File: config.mk
export PLATFORM = sky130hd
export DESIGN_NAME = sbt_tap
export DESIGN_NICKNAME = d
export VERILOG_FILES = /design/src/include/sbt_pkg.sv /design/src/design/sbt_tap_fsm.sv /design/src/design/sbt_tap.sv
export VERILOG_INCLUDE_DIRS = /design/src /design/src/include
export SDC_FILE = /design/constraint.sdc
export NUM_CORES = 1
export LEC_CHECK = 0
export BUFFER_PORTS_ARGS = -buffer_cell sky130_fd_sc_hd__buf_2
export CELL_PAD_IN_SITES_DETAIL_PLACEMENT = 0
export CELL_PAD_IN_SITES_GLOBAL_PLACEMENT = 1
export CORE_AREA = 5 5 145 147
export CTS_CLUSTER_DIAMETER = 200
export DETAILED_ROUTE_END_ITERATION = 7
export DIE_AREA = 0 0 150 152
export GPL_ROUTABILITY_DRIVEN = 0
export PLACE_DENSITY = 0.89
export SYNTH_ARGS = -nofsm -noshare
export SYNTH_HDL_FRONTEND = slang
export SYNTH_SLANG_ARGS = --single-unit
File: constraint.sdc
create_clock -name clk_sys -period 2 [get_ports clk_sys]
set_clock_uncertainty 0.1 [all_clocks]
set_input_delay 0.4 -clock clk_sys [delete_from_list [all_inputs] [get_ports clk_sys]]
set_output_delay 0.4 -clock clk_sys [all_outputs]
set_load 0.005 [all_outputs]
File: src/include/sbt_cfg.svh
// constants for the sram boundary-scan test access port
`ifndef SBT_CFG_SVH
`define SBT_CFG_SVH

// register lengths
`define SBT_IR_LEN        3
`define SBT_BYP_LEN       1
`define SBT_ID_LEN        32
`define SBT_BSR_LEN_X36   70
`define SBT_BSR_LEN_X18   51

// instruction codes
`define SBT_IR_SAMPLEZ0   3'h0
`define SBT_IR_IDCODE     3'h1
`define SBT_IR_SAMPLEZ1   3'h2
`define SBT_IR_SAMPLE     3'h4
`define SBT_IR_BYPASS     3'h3
`define SBT_IR_CAPTURE    3'h1
`define SBT_IR_RESET      3'h1

// identity word layout
`define SBT_ID_REV_LSB    28
`define SBT_ID_CFG_LSB    18
`define SBT_ID_VND_LSB    12
`define SBT_ID_MFR_LSB    1
`define SBT_ID_START      1'h1

// unconnected pin cells and their fixed captures
`define SBT_NC0_X36       17
`define SBT_NC1_X36       16
`define SBT_NC0_X18       39
`define SBT_NC1_X18       40
`define SBT_NC0_VAL       1'h0
`define SBT_NC1_VAL       1'h1

// pin idle levels: tck low, tms and tdi high
`define SBT_PIN_IDLE      3'h3
`define SBT_TLR_ONES      3'h5

`endif

File: src/include/sbt_pkg.sv
// types shared by the test access port
`include "sbt_cfg.svh"
`default_nettype none
package sbt_pkg;

  typedef enum logic [3:0] {
    TAP_RESET = 4'h0, TAP_IDLE  = 4'h1, SEL_DR    = 4'h2, CAP_DR    = 4'h3,
    SHIFT_DR  = 4'h4, EXIT1_DR  = 4'h5, PAUSE_DR  = 4'h6, EXIT2_DR  = 4'h7,
    UPD_DR    = 4'h8, SEL_IR    = 4'h9, CAP_IR    = 4'hA, SHIFT_IR  = 4'hB,
    EXIT1_IR  = 4'hC, PAUSE_IR  = 4'hD, EXIT2_IR  = 4'hE, UPD_IR    = 4'hF
  } sbt_tap_state_t;

  typedef enum logic [1:0] {
    OP_SAMPLEZ = 2'h0,
    OP_IDCODE  = 2'h1,
    OP_SAMPLE  = 2'h2,
    OP_BYPASS  = 2'h3
  } sbt_op_t;

  function automatic sbt_op_t sbt_decode(input logic [`SBT_IR_LEN-1:0] code);
    case (code)
      `SBT_IR_SAMPLEZ0: sbt_decode = OP_SAMPLEZ;
      `SBT_IR_SAMPLEZ1: sbt_decode = OP_SAMPLEZ;
      `SBT_IR_IDCODE:   sbt_decode = OP_IDCODE;
      `SBT_IR_SAMPLE:   sbt_decode = OP_SAMPLE;
      default:          sbt_decode = OP_BYPASS;
    endcase
  endfunction

endpackage
`default_nettype wire

File: src/design/sbt_tap_fsm.sv
// sixteen-state test access port controller
`include "sbt_cfg.svh"
`default_nettype none
module sbt_tap_fsm (
  // system
  input  wire logic                    clk_sys,
  input  wire logic                    srst,
  // sampled test pins
  input  wire logic                    tck_rise,
  input  wire logic                    tms_s,
  // controller state
  output sbt_pkg::sbt_tap_state_t      state
);

  sbt_pkg::sbt_tap_state_t next_state;

  // srst stands in for the power-up reset; there is no reset pin
  always_ff @(posedge clk_sys) begin
    if (srst) begin
      state <= sbt_pkg::TAP_RESET;
    end else if (tck_rise) begin
      state <= next_state;
    end
  end

  always_comb begin
    case (state)
      sbt_pkg::TAP_RESET: next_state = tms_s ? sbt_pkg::TAP_RESET : sbt_pkg::TAP_IDLE;
      sbt_pkg::TAP_IDLE:  next_state = tms_s ? sbt_pkg::SEL_DR    : sbt_pkg::TAP_IDLE;
      sbt_pkg::SEL_DR:    next_state = tms_s ? sbt_pkg::SEL_IR    : sbt_pkg::CAP_DR;
      sbt_pkg::CAP_DR:    next_state = tms_s ? sbt_pkg::EXIT1_DR  : sbt_pkg::SHIFT_DR;
      sbt_pkg::SHIFT_DR:  next_state = tms_s ? sbt_pkg::EXIT1_DR  : sbt_pkg::SHIFT_DR;
      sbt_pkg::EXIT1_DR:  next_state = tms_s ? sbt_pkg::UPD_DR    : sbt_pkg::PAUSE_DR;
      sbt_pkg::PAUSE_DR:  next_state = tms_s ? sbt_pkg::EXIT2_DR  : sbt_pkg::PAUSE_DR;
      sbt_pkg::EXIT2_DR:  next_state = tms_s ? sbt_pkg::UPD_DR    : sbt_pkg::SHIFT_DR;
      sbt_pkg::UPD_DR:    next_state = tms_s ? sbt_pkg::SEL_DR    : sbt_pkg::TAP_IDLE;
      sbt_pkg::SEL_IR:    next_state = tms_s ? sbt_pkg::TAP_RESET : sbt_pkg::CAP_IR;
      sbt_pkg::CAP_IR:    next_state = tms_s ? sbt_pkg::EXIT1_IR  : sbt_pkg::SHIFT_IR;
      sbt_pkg::SHIFT_IR:  next_state = tms_s ? sbt_pkg::EXIT1_IR  : sbt_pkg::SHIFT_IR;
      sbt_pkg::EXIT1_IR:  next_state = tms_s ? sbt_pkg::UPD_IR    : sbt_pkg::PAUSE_IR;
      sbt_pkg::PAUSE_IR:  next_state = tms_s ? sbt_pkg::EXIT2_IR  : sbt_pkg::PAUSE_IR;
      sbt_pkg::EXIT2_IR:  next_state = tms_s ? sbt_pkg::UPD_IR    : sbt_pkg::SHIFT_IR;
      sbt_pkg::UPD_IR:    next_state = tms_s ? sbt_pkg::SEL_DR    : sbt_pkg::TAP_IDLE;
      default:            next_state = sbt_pkg::TAP_RESET;
    endcase
  end

endmodule
`default_nettype wire

File: src/design/sbt_tap.sv
// boundary-scan test access port of the pipelined sram
`include "sbt_cfg.svh"
`default_nettype none
module sbt_tap #(
  parameter bit          WIDE_X36   = 1'b1,
  parameter logic [3:0]  REV_NUM    = 4'h5,     // arbitrary value
  parameter logic [9:0]  PART_CFG   = 10'h2A5,  // arbitrary value
  parameter logic [5:0]  VENDOR_DEF = 6'h2C,    // arbitrary value
  parameter logic [10:0] MFR_CODE   = 11'h155,  // arbitrary value
  localparam int         BSR_LEN    = WIDE_X36 ? `SBT_BSR_LEN_X36 : `SBT_BSR_LEN_X18
) (
  // system
  input  wire logic               clk_sys,
  input  wire logic               srst,
  // test port pins
  input  wire logic               tck,
  input  wire logic               tms,
  input  wire logic               tdi,
  output logic                    tdo_out,
  output logic                    tdo_oe,
  // sram pin levels seen by the scan cells
  input  wire logic [BSR_LEN-1:0] scan_pins_in,
  // data pin float request to the sram pads
  output logic                    dq_float
);

  localparam int NC0 = WIDE_X36 ? `SBT_NC0_X36 : `SBT_NC0_X18;
  localparam int NC1 = WIDE_X36 ? `SBT_NC1_X36 : `SBT_NC1_X18;

  // pin synchronisers; tck/tms/tdi packed as {tck, tms, tdi}
  logic [2:0]                 pin_m;
  logic [2:0]                 pin_s;
  logic                       tck_d;
  logic [BSR_LEN-1:0]         scan_m;
  logic [BSR_LEN-1:0]         scan_s;

  // scan registers
  logic [`SBT_IR_LEN-1:0]     ir_shift;
  logic [`SBT_IR_LEN-1:0]     ir_active;
  logic                       bypass_bit;
  logic [`SBT_ID_LEN-1:0]     id_shift;
  logic [BSR_LEN-1:0]         bsr;

  // decoded strobes and selections
  sbt_pkg::sbt_tap_state_t    state;
  sbt_pkg::sbt_op_t           op;
  sbt_pkg::sbt_op_t           upd_op;
  logic                       tck_s;
  logic                       tms_s;
  logic                       tdi_s;
  logic                       tck_rise;
  logic                       tck_fall;
  logic                       in_tlr;
  logic                       cap_ir;
  logic                       sh_ir;
  logic                       upd_ir;
  logic                       cap_dr;
  logic                       sh_dr;
  logic                       shifting;
  logic                       bsr_sel;
  logic                       tdo_next;
  logic [`SBT_ID_LEN-1:0]     id_word;
  logic [BSR_LEN-1:0]         cap_val;
  logic                       instr_code_msb;
  logic                       instr_code_lsb;

  // idle levels match the pads' pull-ups, so an open tms or tdi reads high
  always_ff @(posedge clk_sys) begin
    if (srst) begin
      pin_m <= `SBT_PIN_IDLE;
      pin_s <= `SBT_PIN_IDLE;
      tck_d <= 1'b0;
    end else begin
      pin_m <= {tck, tms, tdi};
      pin_s <= pin_m;
      tck_d <= pin_s[2];
    end
  end

  always_ff @(posedge clk_sys) begin
    if (srst) begin
      scan_m <= '0;
      scan_s <= '0;
    end else begin
      scan_m <= scan_pins_in;
      scan_s <= scan_m;
    end
  end

  assign tck_s    = pin_s[2];
  assign tms_s    = pin_s[1];
  assign tdi_s    = pin_s[0];
  assign tck_rise = tck_s & ~tck_d;
  assign tck_fall = ~tck_s & tck_d;

  sbt_tap_fsm u_fsm (
    .clk_sys  (clk_sys),
    .srst     (srst),
    .tck_rise (tck_rise),
    .tms_s    (tms_s),
    .state    (state)
  );

  // instruction falls back to idcode while in reset, not only on the next rise
  assign in_tlr   = (state == sbt_pkg::TAP_RESET);
  assign cap_ir   = tck_rise && (state == sbt_pkg::CAP_IR);
  assign sh_ir    = tck_rise && (state == sbt_pkg::SHIFT_IR);
  assign upd_ir   = tck_rise && (state == sbt_pkg::UPD_IR);
  assign cap_dr   = tck_rise && (state == sbt_pkg::CAP_DR);
  assign sh_dr    = tck_rise && (state == sbt_pkg::SHIFT_DR);
  assign shifting = (state == sbt_pkg::SHIFT_IR) || (state == sbt_pkg::SHIFT_DR);

  assign op             = sbt_pkg::sbt_decode(ir_active);
  assign upd_op         = sbt_pkg::sbt_decode(ir_shift);
  assign instr_code_msb = ir_active[`SBT_IR_LEN-1];
  assign instr_code_lsb = ir_active[0];
  assign bsr_sel        = (op == sbt_pkg::OP_SAMPLE) || (op == sbt_pkg::OP_SAMPLEZ);

  // identity word fields, msb first
  assign id_word = {REV_NUM, PART_CFG, VENDOR_DEF, MFR_CODE, `SBT_ID_START};

  // cells of unconnected pin positions capture constants
  genvar gi;
  for (gi = 0; gi < BSR_LEN; gi++) begin : g_cap
    if (gi == NC0) begin : g_nc0
      assign cap_val[gi] = `SBT_NC0_VAL;
    end else if (gi == NC1) begin : g_nc1
      assign cap_val[gi] = `SBT_NC1_VAL;
    end else begin : g_pin
      assign cap_val[gi] = scan_s[gi];
    end
  end

  // instruction register; idcode after controller reset
  always_ff @(posedge clk_sys) begin
    if (srst) begin
      ir_shift  <= `SBT_IR_CAPTURE;
      ir_active <= `SBT_IR_RESET;
    end else begin
      if (cap_ir) begin
        ir_shift <= `SBT_IR_CAPTURE;
      end else if (sh_ir) begin
        ir_shift <= {tdi_s, ir_shift[`SBT_IR_LEN-1:1]};
      end
      if (in_tlr) begin
        ir_active <= `SBT_IR_RESET;
      end else if (upd_ir) begin
        ir_active <= ir_shift;
      end
    end
  end

  // bypass bit: no shift outside shift-dr, so it holds the last tdi bit
  always_ff @(posedge clk_sys) begin
    if (srst) begin
      bypass_bit <= 1'b0;
    end else if ((upd_ir && upd_op == sbt_pkg::OP_BYPASS) || (cap_dr && op == sbt_pkg::OP_BYPASS)) begin
      bypass_bit <= 1'b0;
    end else if (sh_dr && op == sbt_pkg::OP_BYPASS) begin
      bypass_bit <= tdi_s;
    end
  end

  // identity shifter; tdi enters the top stage, bit 0 leaves first
  always_ff @(posedge clk_sys) begin
    if (srst) begin
      id_shift <= '0;
    end else if (cap_dr && op == sbt_pkg::OP_IDCODE) begin
      id_shift <= id_word;
    end else if (sh_dr && op == sbt_pkg::OP_IDCODE) begin
      id_shift <= {tdi_s, id_shift[`SBT_ID_LEN-1:1]};
    end
  end

  // pin scan chain: capture and shift only; no update stage exists,
  // so neither the array nor the pins are ever driven from it
  always_ff @(posedge clk_sys) begin
    if (srst) begin
      bsr <= '0;
    end else if (cap_dr && bsr_sel) begin
      bsr <= cap_val;
    end else if (sh_dr && bsr_sel) begin
      bsr <= {tdi_s, bsr[BSR_LEN-1:1]};
    end
  end

  assign tdo_next = (state == sbt_pkg::SHIFT_IR) ? ir_shift[0] :
                    (op == sbt_pkg::OP_IDCODE)   ? id_shift[0] :
                    (op == sbt_pkg::OP_BYPASS)   ? bypass_bit  : bsr[0];

  // falling edge launch gives the controller half a tck of setup
  always_ff @(posedge clk_sys) begin
    if (srst) begin
      tdo_out <= 1'b0;
      tdo_oe  <= 1'b0;
    end else if (tck_fall) begin
      tdo_out <= shifting ? tdo_next : 1'b0;
      tdo_oe  <= shifting;
    end
  end

  // plain sample keeps the data pins driving
  always_ff @(posedge clk_sys) begin
    if (srst) begin
      dq_float <= 1'b0;
    end else begin
      dq_float <= (op == sbt_pkg::OP_SAMPLEZ);
    end
  end

  // consecutive tms-high rising edges, for checking only
  logic [2:0] ones_cnt;
  always_ff @(posedge clk_sys) begin
    if (srst) begin
      ones_cnt <= 3'h0;
    end else if (tck_rise) begin
      ones_cnt <= !tms_s ? 3'h0 : (ones_cnt == `SBT_TLR_ONES) ? ones_cnt : ones_cnt + 3'h1;
    end
  end
endmodule
`default_nettype wire

# --- Word-level counts from Yosys, hierarchy flattened ---
# Index checks and enable logic that the tools add are counted.
op_classes:
  eq_ne: 25
  mux: 23
  bitwise_logic: 4
  reduce_logical: 31
ops:
  columns: ["cell", "count"]
  rows:
  - ["70-bit 2-to-1 mux", 2]
  - ["31-bit 2-to-1 mux", 2]
  - ["4-bit one-hot mux with 12 select lines", 1]
  - ["4-bit equality test, second input constant", 8]
  - ["2-bit OR reduction", 9]
  - ["4-bit by 3-bit equality test with 1-bit output, second input constant", 4]
  - ["4-bit 2-to-1 mux", 4]
  - ["1-bit logical AND", 12]
  - ["2-bit one-hot mux with 3 select lines", 2]
  - ["4-bit by 2-bit equality test with 1-bit output, second input constant", 2]
  - ["1-bit 2-to-1 mux", 7]
  - ["2-bit equality test, second input constant", 3]
  - ["3-bit by 1-bit equality test with 1-bit output, second input constant", 2]
  - ["3-bit by 2-bit equality test with 1-bit output, second input constant", 2]
  - ["3-bit equality test, second input constant", 2]
  - ["3-bit logical NOT", 2]
  - ["2-bit 2-to-1 mux", 3]
  - ["3-bit 2-to-1 mux", 2]
  - ["4-bit by 1-bit equality test with 1-bit output, second input constant", 1]
  - ["4-bit logical NOT", 1]
  - ["2-bit nonzero test", 2]
  - ["1-bit logical OR", 3]
  - ["3-bit OR reduction", 1]
  - ["1-bit AND", 2]
  - ["3 further kinds", 4]
word_totals:
  regBits: 263
  input_bits: 75
  out_inout_bits: 3
  elab_cells: 99

# --- Logic depth before layout (Yosys ltp) ---
depth:
  ltp_word: 8
  mapped_depth: 6
  mapped_depth_nobuf: 4

# --- Modules after synthesis ---
# From an unflattened synthesis, not the netlist that was laid out.
hier_totals:
  hier_cells: 898
  area_unflattened_um2: 8777.2
modules_own_cells:
  columns: ["module", "n_inst", "cells_each", "area_each_um2", "seq_area_each_um2"]
  rows:
  - ["sbt_tap", 1, 855, 8416.8, 5104.9]
  - ["sbt_tap_fsm", 1, 43, 360.3, 80.1]

# --- Worst setup path after synthesis ---
# Ideal clock, no wire load.
synth_timing:
  path_kind: "register to register"
  start: "reg ir_active[1]"
  end: "reg bsr[48]"
  setup_time_ns: 0.091
  arrival_ns: 1.455
  required_ns: 1.809
  path_slack_ns: 0.354
  stages_incl_launch_ff: 6
  path_buffers: 2
  synth_period_minus_slack_ns: 1.646
  cell_sequence: "dfxtp_1 -> a21oi_1 -> nand3_1 -> buf_2 -> buf_1 -> a311oi_1"
synth_via:
  elab_chain_len: 7
  elab_cells_between_ends: 13
  cone_classes: "eq/ne (4); mux (2); reduce/logical (7)"
synth_lines:
  columns: ["item", "line_no", "source"]
  rows:
  - ["start: declaration", "sbt_tap.sv:39", "logic [`SBT_IR_LEN-1:0] ir_active;"]
  - ["start signal: assignment", "sbt_tap.sv:138", "ir_active <= `SBT_IR_RESET;"]
  - ["start signal: assignment", "sbt_tap.sv:146", "ir_active <= `SBT_IR_RESET;"]
  - ["start signal: assignment", "sbt_tap.sv:148", "ir_active <= ir_shift;"]
  - ["3-bit by 2-bit equality test with 1-bit output or 3-bit logical NOT (tied branches)", "sbt_pkg.sv:21", "case (code)"]
  - ["2-bit OR reduction (no source line)", null, null]
  - ["2-bit one-hot mux with 3 select lines (*)", "sbt_pkg.sv:21", null]
  - ["2-bit equality test or 2-bit logical NOT (tied branches)", "sbt_tap.sv:117", "assign bsr_sel = (op == sbt_pkg::OP_SAMPLE) || (op == sbt_pkg::OP_SAMPLEZ);"]
  - ["1-bit logical OR (*)", "sbt_tap.sv:117", null]
  - ["1-bit logical AND (on tied branches)", "sbt_tap.sv:180, sbt_tap.sv:182", null]
  - ["70-bit 2-to-1 mux or 2-bit nonzero test (tied branches)", null, null]
  - ["end signal: assignment", "sbt_tap.sv:181", "bsr <= cap_val;"]
  - ["end signal: assignment", "sbt_tap.sv:183", "bsr <= {tdi_s, bsr[BSR_LEN-1:1]};"]
  - ["end: declaration", "sbt_tap.sv:42", "logic [BSR_LEN-1:0] bsr;"]
# Every way passes the cells marked *; elsewhere a longest branch is shown, timed or not.
# A chain may end at the register's enable or synchronous reset.

# --- Worst setup path after layout ---
layout_timing:
  start: "reg u_fsm.state[3]"
  end: "reg bsr[34]"
layout_via:
  elab_chain_len: 4
  elab_cells_between_ends: 8
  cone_classes: "eq/ne (2); mux (1); reduce/logical (5)"
layout_lines:
  columns: ["item", "line_no", "source"]
  rows:
  - ["start: declaration", "sbt_tap_fsm.sv:12", "output sbt_pkg::sbt_tap_state_t state"]
  - ["start signal: assignment", "sbt_tap_fsm.sv:20", "state <= sbt_pkg::TAP_RESET;"]
  - ["start signal: assignment", "sbt_tap_fsm.sv:22", "state <= next_state;"]
  - ["4-bit by 2-bit equality test with 1-bit output or 4-bit by 3-bit equality test with 1-bit output (tied branches)", "sbt_tap.sv:109, sbt_tap.sv:110", null]
  - ["1-bit logical AND (on tied branches)", "sbt_tap.sv:109, sbt_tap.sv:110", null]
  - ["1-bit logical AND (on tied branches)", "sbt_tap.sv:180, sbt_tap.sv:182", null]
  - ["70-bit 2-to-1 mux or 2-bit nonzero test (tied branches)", null, null]
# Parallel ways exist; a longest one is shown, timed or not.

==> flow_summary.ini <==
[floorplan]
die_h_um = 152
rows = 52
die_area_um2 = 22800
boundaryPins = 78
die_w_um = 150
core_um2 = 19800
start_util_pct = 43.8

[yosys]
yosysUniqueCellTypes = 46
yosysSeqAreaShare_pct = 59.8
synth_top_area_cell = dfxtp_1
yosys_warnings = 0
post_synth_instance_area_um2 = 8670
synthFlopType = dfxtp_1
synth-edff-count = 0
synth_area_leaders = dfxtp_1 (60%), nor2b_1 (10%), nand2_1 (6.5%)
synth_top_area_share_pct = 59.8
async_flop_share_pct = 0
syn_inst = 878
yosys_register_bits = 259
synth_area_per_cell_um2 = 9.87
synth_fp_nets = 953

[setup_path]
cpPeakStageDelay_ps = 360
crit_path_start_kind = flop
endpoint_kind = flop
r2r_slack_ps = 170
crit_required_ps = 2310
worstPathMaxFanout = 50
criticalPathCategory = reg2reg
cp.arrival_ps = 2150
cp_cell_sequence = nor4b_4, and3_2, buf_12, nand2_1, a311oi_1
critical_path.top_delay_family = simple AND/OR/NAND/NOR gates
cpMaxStageDelayCell = dfxtp_1
critPathBufInv = 1

[place]
port_buffers = 75
hpwl_mm = 9.16
pre_cts_ws_ps = 23.3
dp_cells = 1185

[route]
viasPerCell = 4.77
via_count = 6183
postRouteAntennaNets = 0
wl_per_cell_um = 12.3
drtIter0Drc = 355
drt_first_pass_iters = 4
drc_errors = 0
wl_mm = 15.9

[timing]
maxSlewViolCount = 0
relSlewSlack_pct = 56.5
rsz0062_at_grt = no
period_share_pct = 91.7
worst_pin_slew_ps = 651
setup_ws_ps = 165
fmax_mhz = 545
setup_viol_count_final = 0
setup-tns-final_ps = 0
fin_crit_ps = 1830
hold_viol_final = 0

[global_route]
grt_pass1_vias = 5808
gr-usage-all-layers_pct = 13.8
grt_pass1_wl_mm = 27.2
antenna_found_initial = 0
overflow = 0
grt_max_degree = 88

[power_and_ir_drop]
peakVddDrop_mv = 0.645
cellLeakagePower_uw = 0.00419
power-per-cell-area_nw_per_um2 = 992

[final_layout]
multi_input_area_um2 = 3220
num-fill-cells = 1724
nets = 1082
seq_area_um2 = 5190
final_cell_mix = dfxtp_1 (258), nand2_1 (150), nor2b_1 (143), buf_2 (74), dlygate4sd3_1 (63)
post-route-util_pct = 55.8
n_antenna_cell = 0
layout_commonest_cell = dfxtp_1
drive_gt1_share_pct = 16.5
syn_to_final_growth_pct = 27.4
fin_cells = 1296

[clocking]
htree_levels = 1
clk_latency_ps = 510
cts_max_path_buffers = 3
clk_pin_slew_ps = 60
cts.sinks = 259
ctsRootBufferMaster = clkbuf_16
cts_tree = built
cts_made_buffers = 26

[hold_path]
hp-class = in2reg

[outcome]
status = finished clean

[job]
max-cap-violations = 0
-- metal layers --
layer	vias up	share of wire, %	GRT usage [%]
met5	-	0	0
li1	3236	-	-
met2	111	45	21.8
met4	0	2.1	3.97
met3	21	3.8	2.35
met1	2815	49	19.4
-- worst reg2reg max path, stage by stage, from the launching register on --
cell and delay (ps):
dfxtp_1 360, nor4b_4 370, and3_2 270, buf_12 220, nand2_1 140, a311oi_1 290
-- synthesized netlist by cell type (5+ instances only) --
cell	count
o21ai_0	8
nor3_1	5
buf_2	9
nand2_1	150
clkbuf_1	45
buf_1	5
dfxtp_1	259
nor2_1	59
o221a_2	11
a311oi_1	49
o2bb2ai_1	19
a21oi_1	24
buf_4	5
a22oi_1	19
nand3_1	7
a31oi_1	8
nor2b_1	143
-- state kept, by name, indices dropped and copies added, names as in the netlist, 3 cells and up --
name         count
scan_m          68
ir_shift         3
u_fsm.state      4
bsr             70
scan_s          68
pin_s            3
pin_m            3
id_shift        32
ir_active        3
-- path summary, 6_finish.rpt --
| kind | startpoint | endpoint | cells after the start |
|---|---|---|---|
| hold / removal | scan_pins_in[57] | scan_m[57] | 2 |
| setup reg to reg | u_fsm.state[3] | bsr[34] | 5 |
| hold reg to reg | pin_m[0] | pin_s[0] | 1 |
| setup / recovery | u_fsm.state[3] | bsr[34] | 5 |
-- power by group --
group          switching, µW  internal (µW)
sequential              39.1           5300
clock                   1940           3270
combinational            169            239
-- cell type report --
type	count	area share, %
clock buffers	34	6.72
flip-flops and latches	259	47.0
well taps	270	3.06
inverters	5	0.170
multi-input cells	550	29.1
clock inverters	13	1.93
repair buffers	165	12.0
-- per-stage QoR --
stage / area, µm² / power (µW) / hold WS [ps]
after floorplan: 8670 / 5640 / 289
after global placement: 9450 / 5760 / 294
after detailed placement: 9450 / 5770 / 297
after CTS: 11000 / 11100 / 9.17
after global routing: 11000 / 11400 / 19.6
final: 11000 / 11000 / 27.8
-- logic make-up (layout without fill, tap and decap cells) --
| kind of cell | after synthesis | in the layout | share of synthesized area (%) |
|---|---|---|---|
| and+or+nand+nor | 390 | 390 | 22.4 |
| DFF | 259 | 259 | 59.8 |
| AOI/OAI and AO/OA | 154 | 154 | 13.8 |
| buffers and inverters | 69 | 217 | 3.33 |
| adders and majority gates | 2 | 2 | 0.231 |
| xor gates and xnor gates | 2 | 2 | 0.202 |
| muxes | 2 | 2 | 0.231 |
-- what timing repair did --
action | in CTS | in global routing
hold endpoints to repair | 63 | 0
gates resized for setup | 0 | 2
setup endpoints to repair | 0 | 28
buffers inserted | 0 | 1
hold buffers | 63 | 0
(Power assumes the default switching activity.)
